## src/shared/ddp_regs.svh

```systemverilog
// Register offsets, field positions and reset values of the DAC input port control block.
// Included by the port control top; holds definitions only.
`ifndef DDP_REGS_SVH
`define DDP_REGS_SVH

// Register indices; the byte address is four times the index.
`define DDP_IDX_CFG 6'h00
`define DDP_IDX_CLK 6'h02
`define DDP_IDX_STATUS 6'h04
`define DDP_IDX_IRQ_STAT 6'h05
`define DDP_IDX_IRQ_CLR 6'h06
`define DDP_IDX_IRQ_EN 6'h07
`define DDP_IDX_I_WORD 6'h08
`define DDP_IDX_Q_WORD 6'h09

// Configuration register at index 0.
`define DDP_CFG_ONE_PORT 0
`define DDP_CFG_PLL_EN 1
`define DDP_CFG_SOFT_RESET 5
`define DDP_CFG_RST 8'h00

// Clock control register at index 2.
`define DDP_CLK_DEV_DRIVE 3
`define DDP_CLK_RST 8'h00

// Status register fields.
`define DDP_STAT_LOCKED 0
`define DDP_STAT_BIT14 1
`define DDP_STAT_EXT_CLK 2

// Interrupt event bits.
`define DDP_EV_I_LOAD 0
`define DDP_EV_Q_LOAD 1
`define DDP_EV_LOCK_LOST 2
`define DDP_EV_LOCK_GAINED 3
`define DDP_EV_W 4
`define DDP_IRQ_RST 4'h0

`endif

```

## src/shared/ddp_pkg.sv

```systemverilog
// Types shared by the DAC input port control block.
// Assumes nothing of its surroundings.
`default_nettype none
package ddp_pkg;
   typedef enum logic {DDP_TWO_PORT = 1'b0, DDP_ONE_PORT = 1'b1} ddp_mode_t;
endpackage
`default_nettype wire

```

## src/shared/ddp_cap_if.sv

```systemverilog
// Carrier between the port control top and its word capture unit.
// Assumes both ends run on the same clock.
`timescale 1ns/1ps
`default_nettype none
interface ddp_cap_if #(parameter int WORD_W = 12);
   logic rise;
   ddp_pkg::ddp_mode_t mode;
   logic sel;
   logic [WORD_W-1:0] port1;
   logic [WORD_W-2:0] port2;
   logic [WORD_W-1:0] i_word;
   logic [WORD_W-1:0] q_word;
   logic i_load;
   logic q_load;
   modport ctl(output rise, output mode, output sel, output port1, output port2,
      input i_word, input q_word, input i_load, input q_load);
   modport cap(input rise, input mode, input sel, input port1, input port2,
      output i_word, output q_word, output i_load, output q_load);
endinterface
`default_nettype wire

```

## src/rtl/ddp_capture.sv

```systemverilog
// Word capture unit: latches port words into the I and Q input registers.
// Assumes synchronised pin levels and a one-cycle latch edge pulse from the top.
`timescale 1ns/1ps
`default_nettype none
module ddp_capture #(parameter int WORD_W = 12)
(
   // Clock and reset
   input wire logic clk,
   input wire logic rst_n,
   // Capture carrier
   ddp_cap_if.cap bus
);
   logic [WORD_W-1:0] i_word_ff;
   logic [WORD_W-1:0] q_word_ff;
   logic i_load_ff;
   logic q_load_ff;
   wire one_port = (bus.mode == ddp_pkg::DDP_ONE_PORT);
   // In two-port mode both registers load on every edge.
   wire ld_i = bus.rise & (~one_port | bus.sel);
   wire ld_q = bus.rise & (~one_port | ~bus.sel);
   // The select pin is the top bit of port 2 when two ports are in use.
   wire [WORD_W-1:0] q_src = one_port ? bus.port1 : {bus.sel, bus.port2};

   always_ff @(posedge clk or negedge rst_n)
   begin
      if (!rst_n)
      begin
         i_word_ff <= '0;
         q_word_ff <= '0;
         i_load_ff <= 1'b0;
         q_load_ff <= 1'b0;
      end
      else
      begin
         if (ld_i)
            i_word_ff <= bus.port1;
         if (ld_q)
            q_word_ff <= q_src;
         i_load_ff <= ld_i;
         q_load_ff <= ld_q;
      end
   end

   assign bus.i_word = i_word_ff;
   assign bus.q_word = q_word_ff;
   assign bus.i_load = i_load_ff;
   assign bus.q_load = q_load_ff;

   AST_ONE_PORT_I:
   assert property (@(posedge clk) disable iff (!rst_n)
      bus.rise && one_port && bus.sel |=> i_word_ff == $past(bus.port1) && $stable(q_word_ff))
   else $error("I word not latched with select high");

   AST_ONE_PORT_Q:
   assert property (@(posedge clk) disable iff (!rst_n)
      bus.rise && one_port && !bus.sel |=> q_word_ff == $past(bus.port1) && $stable(i_word_ff))
   else $error("Q word not demultiplexed with select low");

   AST_TWO_PORT_MSB:
   assert property (@(posedge clk) disable iff (!rst_n)
      bus.rise && !one_port |=> q_word_ff[WORD_W-1] == $past(bus.sel)
      && i_word_ff == $past(bus.port1))
   else $error("Select pin not used as port 2 top bit");
endmodule
`default_nettype wire

```

## src/rtl/ddp_port_ctrl.sv

```systemverilog
// Input port and pin mode control of a dual channel DAC, with a Wishbone register slave.
// Assumes all pins are asynchronous to CLK and the core takes words from flops.
`timescale 1ns/1ps
`default_nettype none
`include "ddp_regs.svh"
module ddp_port_ctrl #(parameter int WORD_W = 12)
(
   // Clock and reset
   input wire logic CLK,
   input wire logic RST_N,
   // Wishbone slave
   input wire logic WB_CYC_I,
   input wire logic WB_STB_I,
   input wire logic WB_WE_I,
   input wire logic [7:0] WB_ADR_I,
   input wire logic [31:0] WB_DAT_I,
   input wire logic [3:0] WB_SEL_I,
   output logic [31:0] WB_DAT_O,
   output logic WB_ACK_O,
   // Device pins
   input wire logic DEVICE_CLOCK,
   input wire logic HW_RESET,
   input wire logic PLL_LOCKED,
   input wire logic CHANNEL_SELECT,
   input wire logic [WORD_W-1:0] FIRST_PORT_BITS,
   input wire logic [WORD_W-2:0] SECOND_PORT_BITS,
   // Shared lock or data clock pin
   input wire logic LOCK_OR_DATA_CLOCK_PIN_I,
   output logic LOCK_OR_DATA_CLOCK_PIN_O,
   output logic LOCK_OR_DATA_CLOCK_PIN_OE,
   // Shared single port clock or bit fourteen pin
   input wire logic SECOND_PORT_BIT_FOURTEEN_I,
   output logic SINGLE_PORT_CLOCK_OUT_O,
   output logic SINGLE_PORT_CLOCK_OUT_OE,
   // Core side
   output logic [WORD_W-1:0] I_WORD,
   output logic [WORD_W-1:0] Q_WORD,
   output logic WORD_STROBE,
   output logic IRQ
);
   localparam int SW = 2 * WORD_W + 5;
   localparam int B = 2 * WORD_W - 1;

   if (WORD_W < 2 || WORD_W > 32)
   begin : g_check
      $error("WORD_W must lie between 2 and 32");
   end

   // Pin synchroniser: every pin passes two flops before use.
   logic [SW-1:0] sync1_ff;
   logic [SW-1:0] sync2_ff;
   wire [SW-1:0] pin_vec = {DEVICE_CLOCK, LOCK_OR_DATA_CLOCK_PIN_I, SECOND_PORT_BIT_FOURTEEN_I,
      CHANNEL_SELECT, PLL_LOCKED, HW_RESET, SECOND_PORT_BITS, FIRST_PORT_BITS};

   always_ff @(posedge CLK or negedge RST_N)
   begin
      if (!RST_N)
      begin
         sync1_ff <= '0;
         sync2_ff <= '0;
      end
      else
      begin
         sync1_ff <= pin_vec;
         sync2_ff <= sync1_ff;
      end
   end

   wire [WORD_W-1:0] port1_s = sync2_ff[WORD_W-1:0];
   wire [WORD_W-2:0] port2_s = sync2_ff[B-1:WORD_W];
   wire hw_rst_s = sync2_ff[B];
   wire lock_s = sync2_ff[B+1];
   wire sel_s = sync2_ff[B+2];
   wire bit14_s = sync2_ff[B+3];
   wire lockpin_s = sync2_ff[B+4];
   wire devclk_s = sync2_ff[B+5];

   // Register state.
   logic [7:0] cfg_ff;
   logic [7:0] clkreg_ff;
   logic [`DDP_EV_W-1:0] irq_stat_ff;
   logic [`DDP_EV_W-1:0] irq_en_ff;
   logic ack_ff;
   logic [31:0] dat_ff;

   // Bus decode; a write takes effect on the edge that sees ack high.
   wire req = WB_CYC_I & WB_STB_I;
   wire [5:0] idx = WB_ADR_I[7:2];
   wire wr_en = req & WB_WE_I & ack_ff & WB_SEL_I[0];
   wire hit_cfg = (idx == `DDP_IDX_CFG);
   wire hit_clk = (idx == `DDP_IDX_CLK);
   wire hit_stat = (idx == `DDP_IDX_STATUS);
   wire hit_istat = (idx == `DDP_IDX_IRQ_STAT);
   wire hit_iclr = (idx == `DDP_IDX_IRQ_CLR);
   wire hit_ien = (idx == `DDP_IDX_IRQ_EN);
   wire hit_i = (idx == `DDP_IDX_I_WORD);
   wire hit_q = (idx == `DDP_IDX_Q_WORD);
   wire soft_rst = wr_en & hit_cfg & WB_DAT_I[`DDP_CFG_SOFT_RESET];
   // Index 0 is outside the software reset; the reset write itself is not stored either.
   wire cfg_wr = wr_en & hit_cfg & ~WB_DAT_I[`DDP_CFG_SOFT_RESET];
   wire regs_rst = hw_rst_s | soft_rst;

   // Mode decode.
   wire pll_en = cfg_ff[`DDP_CFG_PLL_EN];
   wire one_port = cfg_ff[`DDP_CFG_ONE_PORT];
   wire dev_drive = clkreg_ff[`DDP_CLK_DEV_DRIVE];
   // The source supplies the data clock on the shared pin in two-port mode with the PLL off when the device does not drive it.
   wire ext_dclk = ~pll_en & ~one_port & ~dev_drive;
   wire latch_clk = ext_dclk ? lockpin_s : devclk_s;

   // Latch edge detection on the selected clock.
   logic latch_prev_ff;
   logic lock_prev_ff;
   wire rise = latch_clk & ~latch_prev_ff;

   ddp_cap_if #(.WORD_W(WORD_W)) cap_bus ();
   assign cap_bus.rise = rise;
   assign cap_bus.mode = ddp_pkg::ddp_mode_t'(one_port);
   assign cap_bus.sel = sel_s;
   assign cap_bus.port1 = port1_s;
   assign cap_bus.port2 = port2_s;

   ddp_capture #(.WORD_W(WORD_W)) u_capture
   (
      .clk(CLK),
      .rst_n(RST_N),
      .bus(cap_bus)
   );

   // Interrupt events; a set in the same cycle as a clear wins.
   wire [`DDP_EV_W-1:0] events = {pll_en & lock_s & ~lock_prev_ff,
      pll_en & ~lock_s & lock_prev_ff, cap_bus.q_load, cap_bus.i_load};
   wire [`DDP_EV_W-1:0] irq_clr = (wr_en & hit_iclr) ? WB_DAT_I[`DDP_EV_W-1:0] : `DDP_IRQ_RST;

   wire [7:0] nxt_cfg = hw_rst_s ? `DDP_CFG_RST :
      cfg_wr ? (WB_DAT_I[7:0] & ~(8'h01 << `DDP_CFG_SOFT_RESET)) : cfg_ff;
   wire [7:0] nxt_clkreg = regs_rst ? `DDP_CLK_RST :
      (wr_en & hit_clk) ? WB_DAT_I[7:0] : clkreg_ff;
   wire [`DDP_EV_W-1:0] nxt_irq_stat = regs_rst ? `DDP_IRQ_RST :
      ((irq_stat_ff & ~irq_clr) | events);
   wire [`DDP_EV_W-1:0] nxt_irq_en = regs_rst ? `DDP_IRQ_RST :
      (wr_en & hit_ien) ? WB_DAT_I[`DDP_EV_W-1:0] : irq_en_ff;

   // Pin drive: lock state with the PLL on, else a copy of the device clock.
   wire nxt_lock_oe = pll_en | (~one_port & dev_drive);
   wire nxt_lock_out = pll_en ? lock_s : devclk_s;
   wire nxt_spc_oe = ~pll_en & one_port;
   // One word per device clock period is twice the per-channel rate.
   wire nxt_spc_out = devclk_s;

   wire [2:0] status = {ext_dclk, bit14_s, lock_s};
   wire [31:0] rd_data = hit_cfg ? {24'h000000, cfg_ff} :
      hit_clk ? {24'h000000, clkreg_ff} :
      hit_stat ? {29'h0, status} :
      hit_istat ? {28'h0, irq_stat_ff} :
      hit_ien ? {28'h0, irq_en_ff} :
      hit_i ? 32'(cap_bus.i_word) :
      hit_q ? 32'(cap_bus.q_word) : 32'h00000000;

   logic lock_pin_out_ff;
   logic lock_pin_oe_ff;
   logic spc_out_ff;
   logic spc_oe_ff;

   always_ff @(posedge CLK or negedge RST_N)
   begin
      if (!RST_N)
      begin
         cfg_ff <= `DDP_CFG_RST;
         clkreg_ff <= `DDP_CLK_RST;
         irq_stat_ff <= `DDP_IRQ_RST;
         irq_en_ff <= `DDP_IRQ_RST;
      end
      else
      begin
         cfg_ff <= nxt_cfg;
         clkreg_ff <= nxt_clkreg;
         irq_stat_ff <= nxt_irq_stat;
         irq_en_ff <= nxt_irq_en;
      end
   end

   always_ff @(posedge CLK or negedge RST_N)
   begin
      if (!RST_N)
      begin
         ack_ff <= 1'b0;
         dat_ff <= 32'h00000000;
      end
      else
      begin
         ack_ff <= req & ~ack_ff;
         if (req & ~ack_ff)
            dat_ff <= rd_data;
      end
   end

   always_ff @(posedge CLK or negedge RST_N)
   begin
      if (!RST_N)
      begin
         latch_prev_ff <= 1'b0;
         lock_prev_ff <= 1'b0;
         lock_pin_out_ff <= 1'b0;
         lock_pin_oe_ff <= 1'b0;
         spc_out_ff <= 1'b0;
         spc_oe_ff <= 1'b0;
      end
      else
      begin
         latch_prev_ff <= latch_clk;
         lock_prev_ff <= lock_s;
         lock_pin_out_ff <= nxt_lock_out;
         lock_pin_oe_ff <= nxt_lock_oe;
         spc_out_ff <= nxt_spc_out;
         spc_oe_ff <= nxt_spc_oe;
      end
   end

   assign WB_ACK_O = ack_ff;
   assign WB_DAT_O = dat_ff;
   assign LOCK_OR_DATA_CLOCK_PIN_O = lock_pin_out_ff;
   assign LOCK_OR_DATA_CLOCK_PIN_OE = lock_pin_oe_ff;
   assign SINGLE_PORT_CLOCK_OUT_O = spc_out_ff;
   assign SINGLE_PORT_CLOCK_OUT_OE = spc_oe_ff;
   assign I_WORD = cap_bus.i_word;
   assign Q_WORD = cap_bus.q_word;
   assign WORD_STROBE = cap_bus.i_load | cap_bus.q_load;
   assign IRQ = |(irq_stat_ff & irq_en_ff);

   AST_LOCK_PIN:
   assert property (@(posedge CLK) disable iff (!RST_N)
      pll_en |=> lock_pin_oe_ff && lock_pin_out_ff == $past(lock_s))
   else $error("Lock pin does not follow PLL lock");

   AST_DATA_CLOCK_DRIVER:
   assert property (@(posedge CLK) disable iff (!RST_N)
      !pll_en && !one_port |=> lock_pin_oe_ff == $past(dev_drive)
      && (!lock_pin_oe_ff || lock_pin_out_ff == $past(devclk_s)))
   else $error("Data clock pin driver does not match control bit");

   AST_HW_RESET:
   assert property (@(posedge CLK) disable iff (!RST_N)
      hw_rst_s |=> cfg_ff == `DDP_CFG_RST && clkreg_ff == `DDP_CLK_RST
      && irq_en_ff == `DDP_IRQ_RST)
   else $error("Hardware reset did not restore registers");

   AST_SOFT_RESET:
   assert property (@(posedge CLK) disable iff (!RST_N)
      soft_rst |=> clkreg_ff == `DDP_CLK_RST && irq_en_ff == `DDP_IRQ_RST
      && irq_stat_ff == `DDP_IRQ_RST)
   else $error("Software reset did not restore registers");

   AST_SOFT_KEEPS_CFG:
   assert property (@(posedge CLK) disable iff (!RST_N)
      soft_rst && !hw_rst_s |=> $stable(cfg_ff))
   else $error("Software reset changed index 0");

   AST_SINGLE_PORT_CLOCK:
   assert property (@(posedge CLK) disable iff (!RST_N)
      one_port && !pll_en |=> spc_oe_ff && spc_out_ff == $past(devclk_s))
   else $error("Single port clock not driven");

   AST_SPC_QUIET:
   assert property (@(posedge CLK) disable iff (!RST_N)
      !one_port || pll_en |=> !spc_oe_ff)
   else $error("Single port clock driven outside its mode");

   // Bus handshake, register access, interrupt register and word strobe checks.
   AST_ACK_ANSWER:
   assert property (@(posedge CLK) disable iff (!RST_N)
      req && !ack_ff |=> ack_ff)
   else $error("Bus request not answered in the next cycle");

   AST_ACK_PULSE:
   assert property (@(posedge CLK) disable iff (!RST_N)
      ack_ff |=> !ack_ff)
   else $error("Acknowledge held for more than one cycle");

   AST_ACK_NEEDS_REQ:
   assert property (@(posedge CLK) disable iff (!RST_N)
      !req |=> !ack_ff)
   else $error("Acknowledge given without a request");

   AST_READ_CFG:
   assert property (@(posedge CLK) disable iff (!RST_N)
      req && !ack_ff && hit_cfg |=> dat_ff == {24'h000000, $past(cfg_ff)})
   else $error("Read data of index 0 does not match the register");

   AST_CLEAR_READS_ZERO:
   assert property (@(posedge CLK) disable iff (!RST_N)
      req && !ack_ff && hit_iclr |=> dat_ff == 32'h00000000)
   else $error("Clear register did not read as zero");

   AST_CFG_STORE:
   assert property (@(posedge CLK) disable iff (!RST_N)
      cfg_wr && !hw_rst_s |=> cfg_ff == ($past(WB_DAT_I[7:0]) & 8'hdf))
   else $error("Index 0 write not stored with the reset bit clear");

   AST_SEL_IGNORED:
   assert property (@(posedge CLK) disable iff (!RST_N)
      req && WB_WE_I && ack_ff && !WB_SEL_I[0] && !hw_rst_s
      |=> $stable(cfg_ff) && $stable(clkreg_ff) && $stable(irq_en_ff))
   else $error("Write without byte 0 selected changed a register");

   AST_ENABLE_STORE:
   assert property (@(posedge CLK) disable iff (!RST_N)
      wr_en && hit_ien && !regs_rst |=> irq_en_ff == $past(WB_DAT_I[`DDP_EV_W-1:0]))
   else $error("Interrupt enable write not stored");

   AST_EVENT_SETS:
   assert property (@(posedge CLK) disable iff (!RST_N)
      !regs_rst |=> (irq_stat_ff & $past(events)) == $past(events))
   else $error("Interrupt event lost against a clear");

   AST_CLEAR_BITS:
   assert property (@(posedge CLK) disable iff (!RST_N)
      !regs_rst && events == `DDP_IRQ_RST
      |=> (irq_stat_ff & $past(irq_clr)) == `DDP_IRQ_RST)
   else $error("Interrupt status bit not cleared");

   AST_STICKY:
   assert property (@(posedge CLK) disable iff (!RST_N)
      !regs_rst && events == `DDP_IRQ_RST && irq_clr == `DDP_IRQ_RST
      |=> $stable(irq_stat_ff))
   else $error("Interrupt status changed without event or clear");

   AST_HW_CLEARS_STAT:
   assert property (@(posedge CLK) disable iff (!RST_N)
      hw_rst_s |=> irq_stat_ff == `DDP_IRQ_RST)
   else $error("Hardware reset did not clear interrupt status");

   AST_STROBE_PULSE:
   assert property (@(posedge CLK) disable iff (!RST_N)
      WORD_STROBE |=> !WORD_STROBE)
   else $error("Word strobe longer than one cycle");
endmodule
`default_nettype wire

```

## config.mk

```make
export PLATFORM = sky130hd
export DESIGN_NAME = ddp_port_ctrl
export DESIGN_NICKNAME = d
export VERILOG_FILES = /design/src/shared/ddp_pkg.sv /design/src/shared/ddp_cap_if.sv /design/src/rtl/ddp_capture.sv /design/src/rtl/ddp_port_ctrl.sv
export VERILOG_INCLUDE_DIRS = /design/src /design/src/shared
export SDC_FILE = /design/constraint.sdc
export NUM_CORES = 1
export LEC_CHECK = 0
export ABC_AREA = 1
export ABC_CLOCK_PERIOD_IN_PS = 2200
export BUFFER_PORTS_ARGS = -buffer_cell sky130_fd_sc_hd__buf_4
export CAP_MARGIN = 20
export CORE_MARGIN = 1.5
export CORE_UTILIZATION = 45
export CTS_BUF_LIST = sky130_fd_sc_hd__clkbuf_2
export DETAILED_ROUTE_END_ITERATION = 10
export PLACE_DENSITY = 0.82
export SLEW_MARGIN = 10
export SYNTH_ARGS = -nofsm -noshare
export SYNTH_HDL_FRONTEND = slang
export SYNTH_HIERARCHICAL = 1
export SYNTH_SLANG_ARGS = --single-unit
```

## constraint.sdc

```tcl
create_clock -name CLK -period 2.2 [get_ports CLK]
set_clock_uncertainty 0.05 [all_clocks]
set_input_delay 0.44 -clock CLK [delete_from_list [all_inputs] [get_ports CLK]]
set_output_delay 0.44 -clock CLK [all_outputs]
set_load 0.01 [all_outputs]
```

==> results of run 1 <==
[cells in the final DEF (no fill, tap or decap), types with 8 or more instances in the layout]
| cell | count |
|---|---|
| o21ai_0 | 20 |
| dfrtp_1 | 126 |
| clkbuf_2 | 17 |
| buf_4 | 97 |
| nand3_1 | 34 |
| nor2_2 | 8 |
| inv_1 | 32 |
| conb_1 | 20 |
| a21oi_1 | 8 |
| dlygate4sd3_1 | 38 |
| nor2_1 | 13 |
| nand2_1 | 181 |
[through the flow]
step           total power, mW  hold slack, ns  cell area (sq um)  setup WS (ns)  cells
2_1_floorplan            2.761         0.09441               5094         0.6412    524
3_3_place_gp             3.010          0.2830               5812         0.3276    732
3_5_place_dp             3.027          0.2847               5812         0.3152    732
4_1_cts                  4.317          0.1634               6399         0.1655    801
5_1_grt                  4.490          0.1712               6399        0.04622    801
6_report                 4.295          0.1887               6399         0.1678    801
[layout make-up]
class | instances | area, sq um | area share [%]
clock buffers | 17 | 85.08 | 1.330
clock inverters | 14 | 121.4 | 1.897
inverters | 36 | 135.1 | 2.112
multi-input cells | 331 | 1580 | 24.70
flip-flops and latches | 126 | 3153 | 49.28
well taps | 140 | 175.2 | 2.738
repair buffers | 137 | 1149 | 17.95
[cell families after synthesis]
| group | synth area share, % |
|---|---|
| simple gates | 24.29 |
| flops | 62.78 |
| buf+inv | 7.175 |
| compound gates | 5.680 |
| other cells | 0.07467 |
[registers in the layout, summed over array words and instances (netlist names)]
| signal | cells |
|---|---|
| LOCK_OR_DATA_CLOCK_PIN_O | 1 |
| LOCK_OR_DATA_CLOCK_PIN_OE | 1 |
| SINGLE_PORT_CLOCK_OUT_O | 1 |
| SINGLE_PORT_CLOCK_OUT_OE | 1 |
| WB_ACK_O | 1 |
| WB_DAT_O | 12 |
| cfg_ff | 7 |
| clkreg_ff | 8 |
| irq_en_ff | 4 |
| irq_stat_ff | 4 |
| latch_prev_ff | 1 |
| lock_prev_ff | 1 |
| sync1_ff | 29 |
| sync2_ff | 29 |
| u_capture/bus.i_load | 1 |
| u_capture/bus.i_word | 12 |
| u_capture/bus.q_load | 1 |
| u_capture/bus.q_word | 12 |
[how the worst max path moves through the flow]
stage	startpoint	end	slack [ns]	depth (start not counted)
2_1_floorplan	cfg_ff[1]$_DFFE_PN0P_	u_capture/bus.q_word[10]$_DFFE_PN0P_	0.64	10
3_3_place_gp	cfg_ff[0]$_DFFE_PN0P_	u_capture/bus.i_word[9]$_DFFE_PN0P_	0.33	8
3_5_place_dp	cfg_ff[0]$_DFFE_PN0P_	u_capture/bus.i_word[0]$_DFFE_PN0P_	0.32	8
4_1_cts	irq_en_ff[1]$_DFFE_PN0P_	IRQ	0.17	3
5_1_grt	cfg_ff[0]$_DFFE_PN0P_	u_capture/bus.q_word[5]$_DFFE_PN0P_	0.05	11
6_report	irq_en_ff[3]$_DFFE_PN0P_	IRQ	0.17	3
[power groups by stage]
stage               registers [mW]  clock network [mW]  logic [mW]
floorplan                     2.58                   0       0.185
global placement              2.57                   0       0.443
CTS                           2.53                1.28       0.513
global route                  2.54                1.38       0.567
detailed placement            2.57                   0       0.458
finish                        2.53                1.25       0.513
[worst min-delay path, delay by kind of cell]
family	cells	cell delay (ns)
AOI/OAI and AO/OA	1	0.07
and+or+nand+nor	3	0.27
buffers and inverters	1	0.11
[per-layer routing]
metal / share of wire, % / GRT usage, %
met5: 0 / 0
met4: 2.0 / 9.586
met3: 6.9 / 5.081
met2: 51 / 35.40
met1: 40 / 24.70
==> flow_summary.ini, run 1 <==
[synthesis]
yosysMostFrequentCell = nand2_1
synth_cell_types = 32
netlist_area_sq_um = 5022
synth-edff-count = 0
async_flop_share_pct = 100.0
synth_common_cells = nand2_1 (181), dfrtp_1 (126), nand3_1 (34), inv_1 (32), buf_4 (23)
ys_ff_latch = 126
yosys_warnings = 6
yosys.area.top_type = dfrtp_1
yosys-top-cells-area = dfrtp_1 (63%), nand2_1 (14%), buf_4 (3.4%), nand3_1 (3.4%), inv_1 (2.4%)
synth_top_area_share_pct = 62.78
syn_inst = 505
synth_top_flop_cell = dfrtp_1
syn_area_per_cell_sq_um = 9.945
seq_area_frac_synth_pct = 62.78

[critical_path]
r2r_cells = 8
cp.arrival_ns = 1.54
cp_max_fo = 3
worstSetupEndpointType = output port
cp.required_ns = 1.71
r2r_setup_slack_ns = 0.25
crit_slowest_cell = dfrtp_1
r2r_end = u_capture/bus.q_word[3]$_DFFE_PN0P_
slowest_delay_ns = 0.47
path_class = reg2out
start_kind = flop
critPathTopFamily = flip-flops
critPathBufInv = 1
crit_chain = nand2_1 -> nand4_1 -> buf_4
timing.rr.start = cfg_ff[0]$_DFFE_PN0P_

[drt]
drt_iter0_drc = 201
drt_pass1_iterations = 7
vias_per_cell = 4.911
wl_per_cell_um = 14.18
antenna_left = 0
dr_total_vias = 3934
drc = 0
wl_um = 11360

[clock_network]
cts_setup_buffers = 0
cts.sinks = 126
clockBufferDepth = 2
cts-htree-levels = 4
cts.clk_slew.worst_paths_ns = 0.19
clock_latency_ns = 0.68
root_buffer = clkbuf_2
cts_tree = done
cts_buffers = 17
cts_resized = 0
hold_buffers = 38

[pwr]
pwr-share-seq_pct = 58.8
p_per_area_nw_per_um2 = 671.3
vdd.ir_drop.worst_mv = 0.4058
internal_power_mw = 3.080
comb_power_share_pct = 11.9
p_sw_share_pct = 28.29
clockPowerShare_pct = 29.2
switching_power_mw = 1.215
p_leak_nw = 3.288

[placement]
hpwl_um = 8087
port_buffers = 91
gp_congestion = 0.8487

[min_path]
holdPathEnd = clkreg_ff[7]$_DFFE_PN0P_
hold_depth = 5
hp-start = WB_WE_I
min_path_type = in2reg

[grt]
grt-ovfl-total = 0
grt_pass1_wl_um = 18380
grt_pass1_vias = 3941
grtUsageTotal_pct = 20.72
grt_max_degree = 46
grt_antenna_before_repair = 0

[cells_and_area]
num-fill-cells = 886
nNetsFinal = 727
syn_to_final_growth_pct = 27.40
finish.utilization_pct = 59.03
drive_above_1_share_pct = 24.36
diodes = 0

[sta]
final.setup.tns_ns = 0
finalMaxSlewViolations = 0
rsz0062_at_grt = false
max_freq_ghz = 0.4921
layout_min_cycle_time_ns = 2.032
setup_viol = 0
period_share_pct = 92.37
tightest_slew_ns = 0.5797
relSlewSlack_pct = 61.35
hold_violations = 0

[floorplanning]
die_area_sq_um = 11800
io_pins = 141
die_w_um = 108.6
rows = 38
fp.coreArea_sq_um = 10840
die_h_um = 108.6
start_util_pct = 46.33

[run]
max-cap-violations = 0

[run_status]
status = completed
Note: power is estimated with default switching activity, not from simulation.
==> run 2: changes to the inputs <==
--- a/config.mk
+++ b/config.mk
@@ -7,14 +7,14 @@
 export NUM_CORES = 1
 export LEC_CHECK = 0
 export ABC_AREA = 1
-export ABC_CLOCK_PERIOD_IN_PS = 2200
+export ABC_CLOCK_PERIOD_IN_PS = 1700
 export BUFFER_PORTS_ARGS = -buffer_cell sky130_fd_sc_hd__buf_4
 export CAP_MARGIN = 20
 export CORE_MARGIN = 1.5
 export CORE_UTILIZATION = 45
 export CTS_BUF_LIST = sky130_fd_sc_hd__clkbuf_2
 export DETAILED_ROUTE_END_ITERATION = 10
-export PLACE_DENSITY = 0.82
+export PLACE_DENSITY = 0.85
 export SLEW_MARGIN = 10
 export SYNTH_ARGS = -nofsm -noshare
 export SYNTH_HDL_FRONTEND = slang
==> constraint.sdc (replaced) <==
create_clock -name CLK -period 1.7 [get_ports CLK]
set_clock_uncertainty 0.05 [all_clocks]
set_input_delay 0.34 -clock CLK [delete_from_list [all_inputs] [get_ports CLK]]
set_output_delay 0.34 -clock CLK [all_outputs]
set_load 0.01 [all_outputs]
==> flow_summary.ini, run 2 (same netlist as run 1, synthesis figures left out) <==
[run_status]
status = finished with violations
violations = setup timing

[grt]
grtUsageTotal_pct = 22.80
grt_antenna_before_repair = 0
grt-ovfl-total = 0
grt_pass1_wl_um = 20040
grt_pass1_vias = 4283
grt_max_degree = 46

[clock_network]
cts.sinks = 126
cts-htree-levels = 4
cts.clk_slew.worst_paths_ns = 0.21
clock_latency_ns = 0.69
cts_tree = done
cts_buffers = 17
clockBufferDepth = 2
root_buffer = clkbuf_2

[placement]
gp_congestion = 0.8692
port_buffers = 91
placed_area_sq_um = 5927
hpwl_um = 8325

[sta]
finalWorstSetupSlack_ns = -0.1431
finalMaxSlewViolations = 0
relSlewSlack_pct = 47.89
setup_viol = 25
rsz0062_at_grt = true
final.setup.tns_ns = -0.7725
tightest_slew_ns = 0.7790
max_freq_ghz = 0.5426
period_share_pct = 108.4
hold_violations = 0
layout_min_cycle_time_ns = 1.843

[critical_path]
start_kind = flop
crit_chain = nand2_1 -> nand4_1 -> buf_4
worstSetupEndpointType = output port
cp.arrival_ns = 1.45
cp_max_fo = 2
path_class = reg2out
slowest_delay_ns = 0.44
crit_slowest_cell = dfrtp_1
cp.required_ns = 1.31

[drt]
wl_um = 14330
vias_per_cell = 5.173
dr_total_vias = 4464
drt_pass1_iterations = 5
drc = 0
wl_per_cell_um = 16.60
drt_iter0_drc = 402
antenna_left = 0

[pwr]
vdd.ir_drop.worst_mv = 0.9556
p_leak_nw = 3.691
p_per_area_nw_per_um2 = 846.4
finalPower_mw = 6.046

[floorplanning]
die_w_um = 108.6
fp.coreArea_sq_um = 10840
io_pins = 141
start_util_pct = 46.33
die_area_sq_um = 11800
die_h_um = 108.6
rows = 38

[run]
max-cap-violations = 0

[cells_and_area]
num-fill-cells = 761
final_common_cell = nand2_1
drive_above_1_share_pct = 32.50
finalInstanceArea_sq_um = 7143
nNetsFinal = 788
layout_common_cells = nand2_1 (179), dfrtp_1 (126), buf_4 (112)
syn_to_final_growth_pct = 42.23
reg_top3 = sync1_ff (29), sync2_ff (29)
diodes = 0

[min_path]
min_path_type = in2reg
-- run 2: cell count changes in the layout (fill, tap and decap cells not counted), sizes merged --
| cell | delta |
|---|---|
| buf | +58 |
| clkbuf | +2 |
| clkinv | -5 |
| clkinvlp | -1 |
| dlygate4sd3 | +1 |
| inv | +7 |
-- run 2: critical path: cells and delay by family (launching register included) --
kind / cells / cell delay, ns
buf+inv: 1 / 0.16
flops: 1 / 0.44
simple gates: 2 / 0.17
-- run 2: area by class of cell --
cell class              instances  area [sq um]  area share, %
clock buffers                  17         85.08          1.191
clock inverters                15         148.9          2.084
inverters                      36         135.1          1.892
multi-input cells             331          1614          22.60
flip-flops and latches        126          3153          44.14
well taps                     140         175.2          2.452
repair buffers                198          1832          25.64
-- run 2: path summary, 6_finish.rpt --
kind                                                       endpoint  slack (ns)  cells past startpoint                     start
worst min register to register               sync2_ff[11]$_DFF_PN0_        0.29                      0    sync1_ff[11]$_DFF_PN0_
worst min-delay path                        WB_DAT_O[5]$_DFFE_PN0P_        0.08                      4               WB_ADR_I[2]
worst max register to register  u_capture/bus.i_word[4]$_DFFE_PN0P_       -0.08                      9     cfg_ff[0]$_DFFE_PN0P_
worst max-delay path                                            IRQ       -0.14                      3  irq_en_ff[1]$_DFFE_PN0P_
max in group asynchronous                    sync1_ff[22]$_DFF_PN0_        0.28                      3                     RST_N
min in group asynchronous                    sync2_ff[11]$_DFF_PN0_        0.15                      3                     RST_N
-- run 2: power by group --
group	switching (mW)	internal [mW]	leakage (nW)	total, mW
Sequential	0.118	3.16	1.57	3.28
Clock	1.23	0.574	0.134	1.81
Combinational	0.458	0.500	1.99	0.958
-- run 2: timing repair --
action                     CTS  global route
gates cloned                 0             2
setup endpoints to repair   41            66
buffers inserted            31            15
hold buffers                39             0
resized for setup           25            28
pin swaps                    1             3
hold endpoints to repair   178             0
-- run 2: routing by layer --
layer / vias to the layer above / track usage (%) / wire, um
li1: 1980 / - / -
met1: 2119 / 27.24 / 5252
met2: 284 / 39.08 / 7301
met3: 81 / 6.575 / 1090
met4: 0 / 8.647 / 685
met5: - / 0 / 0
-- run 2: stage by stage --
step	util (%)	instances	setup WS (ns)	hold WS, ns
after floorplan	-	524	0.1412	-0.005591
after global placement	54.67	744	0.003653	0.1881
after detailed placement	54.67	744	-0.1903	0.1954
after CTS	63.54	846	-0.1832	0.02279
after global routing	65.89	863	-0.2244	0.04915
final	65.89	863	-0.1431	0.07982
==> run 3: changes to the inputs <==
--- a/config.mk
+++ b/config.mk
@@ -7,14 +7,15 @@
 export NUM_CORES = 1
 export LEC_CHECK = 0
 export ABC_AREA = 1
-export ABC_CLOCK_PERIOD_IN_PS = 1700
+export ABC_CLOCK_PERIOD_IN_PS = 2350
 export BUFFER_PORTS_ARGS = -buffer_cell sky130_fd_sc_hd__buf_4
 export CAP_MARGIN = 20
 export CORE_MARGIN = 1.5
 export CORE_UTILIZATION = 45
 export CTS_BUF_LIST = sky130_fd_sc_hd__clkbuf_2
+export CTS_CLUSTER_DIAMETER = 40
 export DETAILED_ROUTE_END_ITERATION = 10
-export PLACE_DENSITY = 0.85
+export PLACE_DENSITY = 0.82
 export SLEW_MARGIN = 10
 export SYNTH_ARGS = -nofsm -noshare
 export SYNTH_HDL_FRONTEND = slang
==> constraint.sdc (replaced) <==
create_clock -name CLK -period 2.35 [get_ports CLK]
set_clock_uncertainty 0.05 [all_clocks]
set_input_delay 0.47 -clock CLK [delete_from_list [all_inputs] [get_ports CLK]]
set_output_delay 0.47 -clock CLK [all_outputs]
set_load 0.01 [all_outputs]
==> flow_summary.ini, run 3 (same netlist as run 1, synthesis figures left out) <==
[run_status]
status = completed

[floorplanning]
die_w_um = 108.6
io_pins = 141
rows = 38
start_util_pct = 46.33
fp.coreArea_sq_um = 10840
die_h_um = 108.6
die_area_sq_um = 11800

[sta]
finalWorstSetupSlack_ns = 0.1714
relSlewSlack_pct = 56.59
layout_min_cycle_time_ns = 2.179
hold_violations = 0
tightest_slew_ns = 0.6512
max_freq_ghz = 0.4590
setup_viol = 0
finalMaxSlewViolations = 0
period_share_pct = 92.71
rsz0062_at_grt = false
final.setup.tns_ns = 0

[cells_and_area]
drive_above_1_share_pct = 24.28
reg_top3 = sync1_ff (29), sync2_ff (29)
layout_common_cells = nand2_1 (181), dfrtp_1 (126), buf_4 (94)
finish.utilization_pct = 59.07
diodes = 0
final_common_cell = nand2_1
finalInstanceArea_sq_um = 6404
syn_to_final_growth_pct = 27.50
nNetsFinal = 724

[clock_network]
cts_setup_buffers = 0
cts_buffers = 17
clockBufferDepth = 2
cts-htree-levels = 4
hold_buffers = 38
cts_tree = done
cts.clk_slew.worst_paths_ns = 0.21
cts_resized = 0
cts.sinks = 126
root_buffer = clkbuf_2
clock_latency_ns = 0.68

[critical_path]
crit_chain = inv_1 -> nand3_1 -> nand2_1 -> o21ai_0 -> nor2_1 -> buf_4 -> inv_1 -> a21oi_2 -> nand2_1 -> nand2_1
crit_slowest_cell = a21oi_2
critPathTopFamily = compound AO/OA/AOI/OAI gates
cp.required_ns = 2.94
start_kind = flop
critPathBufInv = 3
path_common_cell = nand2_1
cp.arrival_ns = 2.77
slowest_delay_ns = 0.49
r2r_setup_slack_ns = 0.17
path_class = reg2reg
cp_max_fo = 15
worstSetupEndpointType = flop

[drt]
met1_length_um = 4560
drc = 0
route.met3.wl_um = 671
drt_pass1_iterations = 5
antenna_left = 0
wl_per_cell_um = 13.81
wl_um = 11030
vias_per_cell = 4.826
top_layer = met4
wl_met2_um = 5620
dr_total_vias = 3856
drt_iter0_drc = 252

[pwr]
p_per_area_nw_per_um2 = 647.8
pwr-share-seq_pct = 57.1
vdd.ir_drop.worst_mv = 0.4693
comb_power_share_pct = 11.5
clockPowerShare_pct = 31.5
internal_power_mw = 2.928
p_leak_nw = 3.296
switching_power_mw = 1.220
p_sw_share_pct = 29.42

[placement]
hpwl_um = 7859
post-place-ws_ns = 0.3026
placed_area_sq_um = 5789
gp_congestion = 0.8654
port_buffers = 91

[min_path]
min_path_type = in2reg

[run]
max-cap-violations = 0

[grt]
grt_antenna_before_repair = 0
grtUsageTotal_pct = 20.34
grt_pass1_wl_um = 17820
grt_pass1_vias = 3825
grt_max_degree = 46
grt-ovfl-total = 0
## run 3: cell types whose count changed in the layout (fill, tap and decap cells not counted), sizes merged
cell / change
dlygate4sd3: -1
buf: -61
clkbuf: -2
clkinv: +2
clkinvlp: -2
## run 3: worst paths after layout
path / from / endpoint / cells past startpoint
max in group asynchronous: RST_N / sync2_ff[2]$_DFF_PN0_ / 3
worst max-delay path: cfg_ff[1]$_DFFE_PN0P_ / u_capture/bus.q_word[6]$_DFFE_PN0P_ / 10
worst min-delay path: WB_STB_I / WB_ACK_O$_DFF_PN0_ / 4
worst min register to register: sync1_ff[28]$_DFF_PN0_ / sync2_ff[28]$_DFF_PN0_ / 0
min in group asynchronous: RST_N / sync1_ff[6]$_DFF_PN0_ / 2
worst max register to register: cfg_ff[1]$_DFFE_PN0P_ / u_capture/bus.q_word[6]$_DFFE_PN0P_ / 10
## run 3: power groups by stage
stage	Sequential (mW)	Clock (mW)	Combinational (mW)
3_5_place_dp	2.41	0	0.424
3_3_place_gp	2.40	0	0.411
2_1_floorplan	2.41	0	0.174
6_report	2.37	1.30	0.476
4_1_cts	2.37	1.34	0.476
5_1_grt	2.38	1.44	0.526
## run 3: area by class of cell
| cell class | instances | area, sq um |
|---|---|---|
| Tap cell | 140 | 175.2 |
| Clock buffer | 17 | 85.08 |
| Timing Repair Buffer | 134 | 1126 |
| Inverter | 36 | 135.1 |
| Multi-Input combinational cell | 331 | 1580 |
| Clock inverter | 15 | 148.9 |
| Sequential cell | 126 | 3153 |
| Fill cell | 876 | 4437 |
## run 3: worst min-delay path, stage by stage
cell,delay [ns]
buf_4,0.11
nand2_1,0.12
nor2_2,0.05
buf_4,0.16
## run 3: routing by layer
layer  vias up  GRT usage, %
met5         -             0
met4         0         8.929
met3        21         6.695
li1       1856             -
met2       149         34.01
met1      1830         24.00
## run 3: through the flow
stage | hold WS [ns] | cells | power, mW
after detailed placement | 0.2847 | 729 | 2.830
final | 0.2118 | 799 | 4.148
after floorplan | 0.1244 | 524 | 2.584
after global placement | 0.2833 | 729 | 2.815
after global routing | 0.1361 | 799 | 4.347
after CTS | 0.1416 | 799 | 4.179
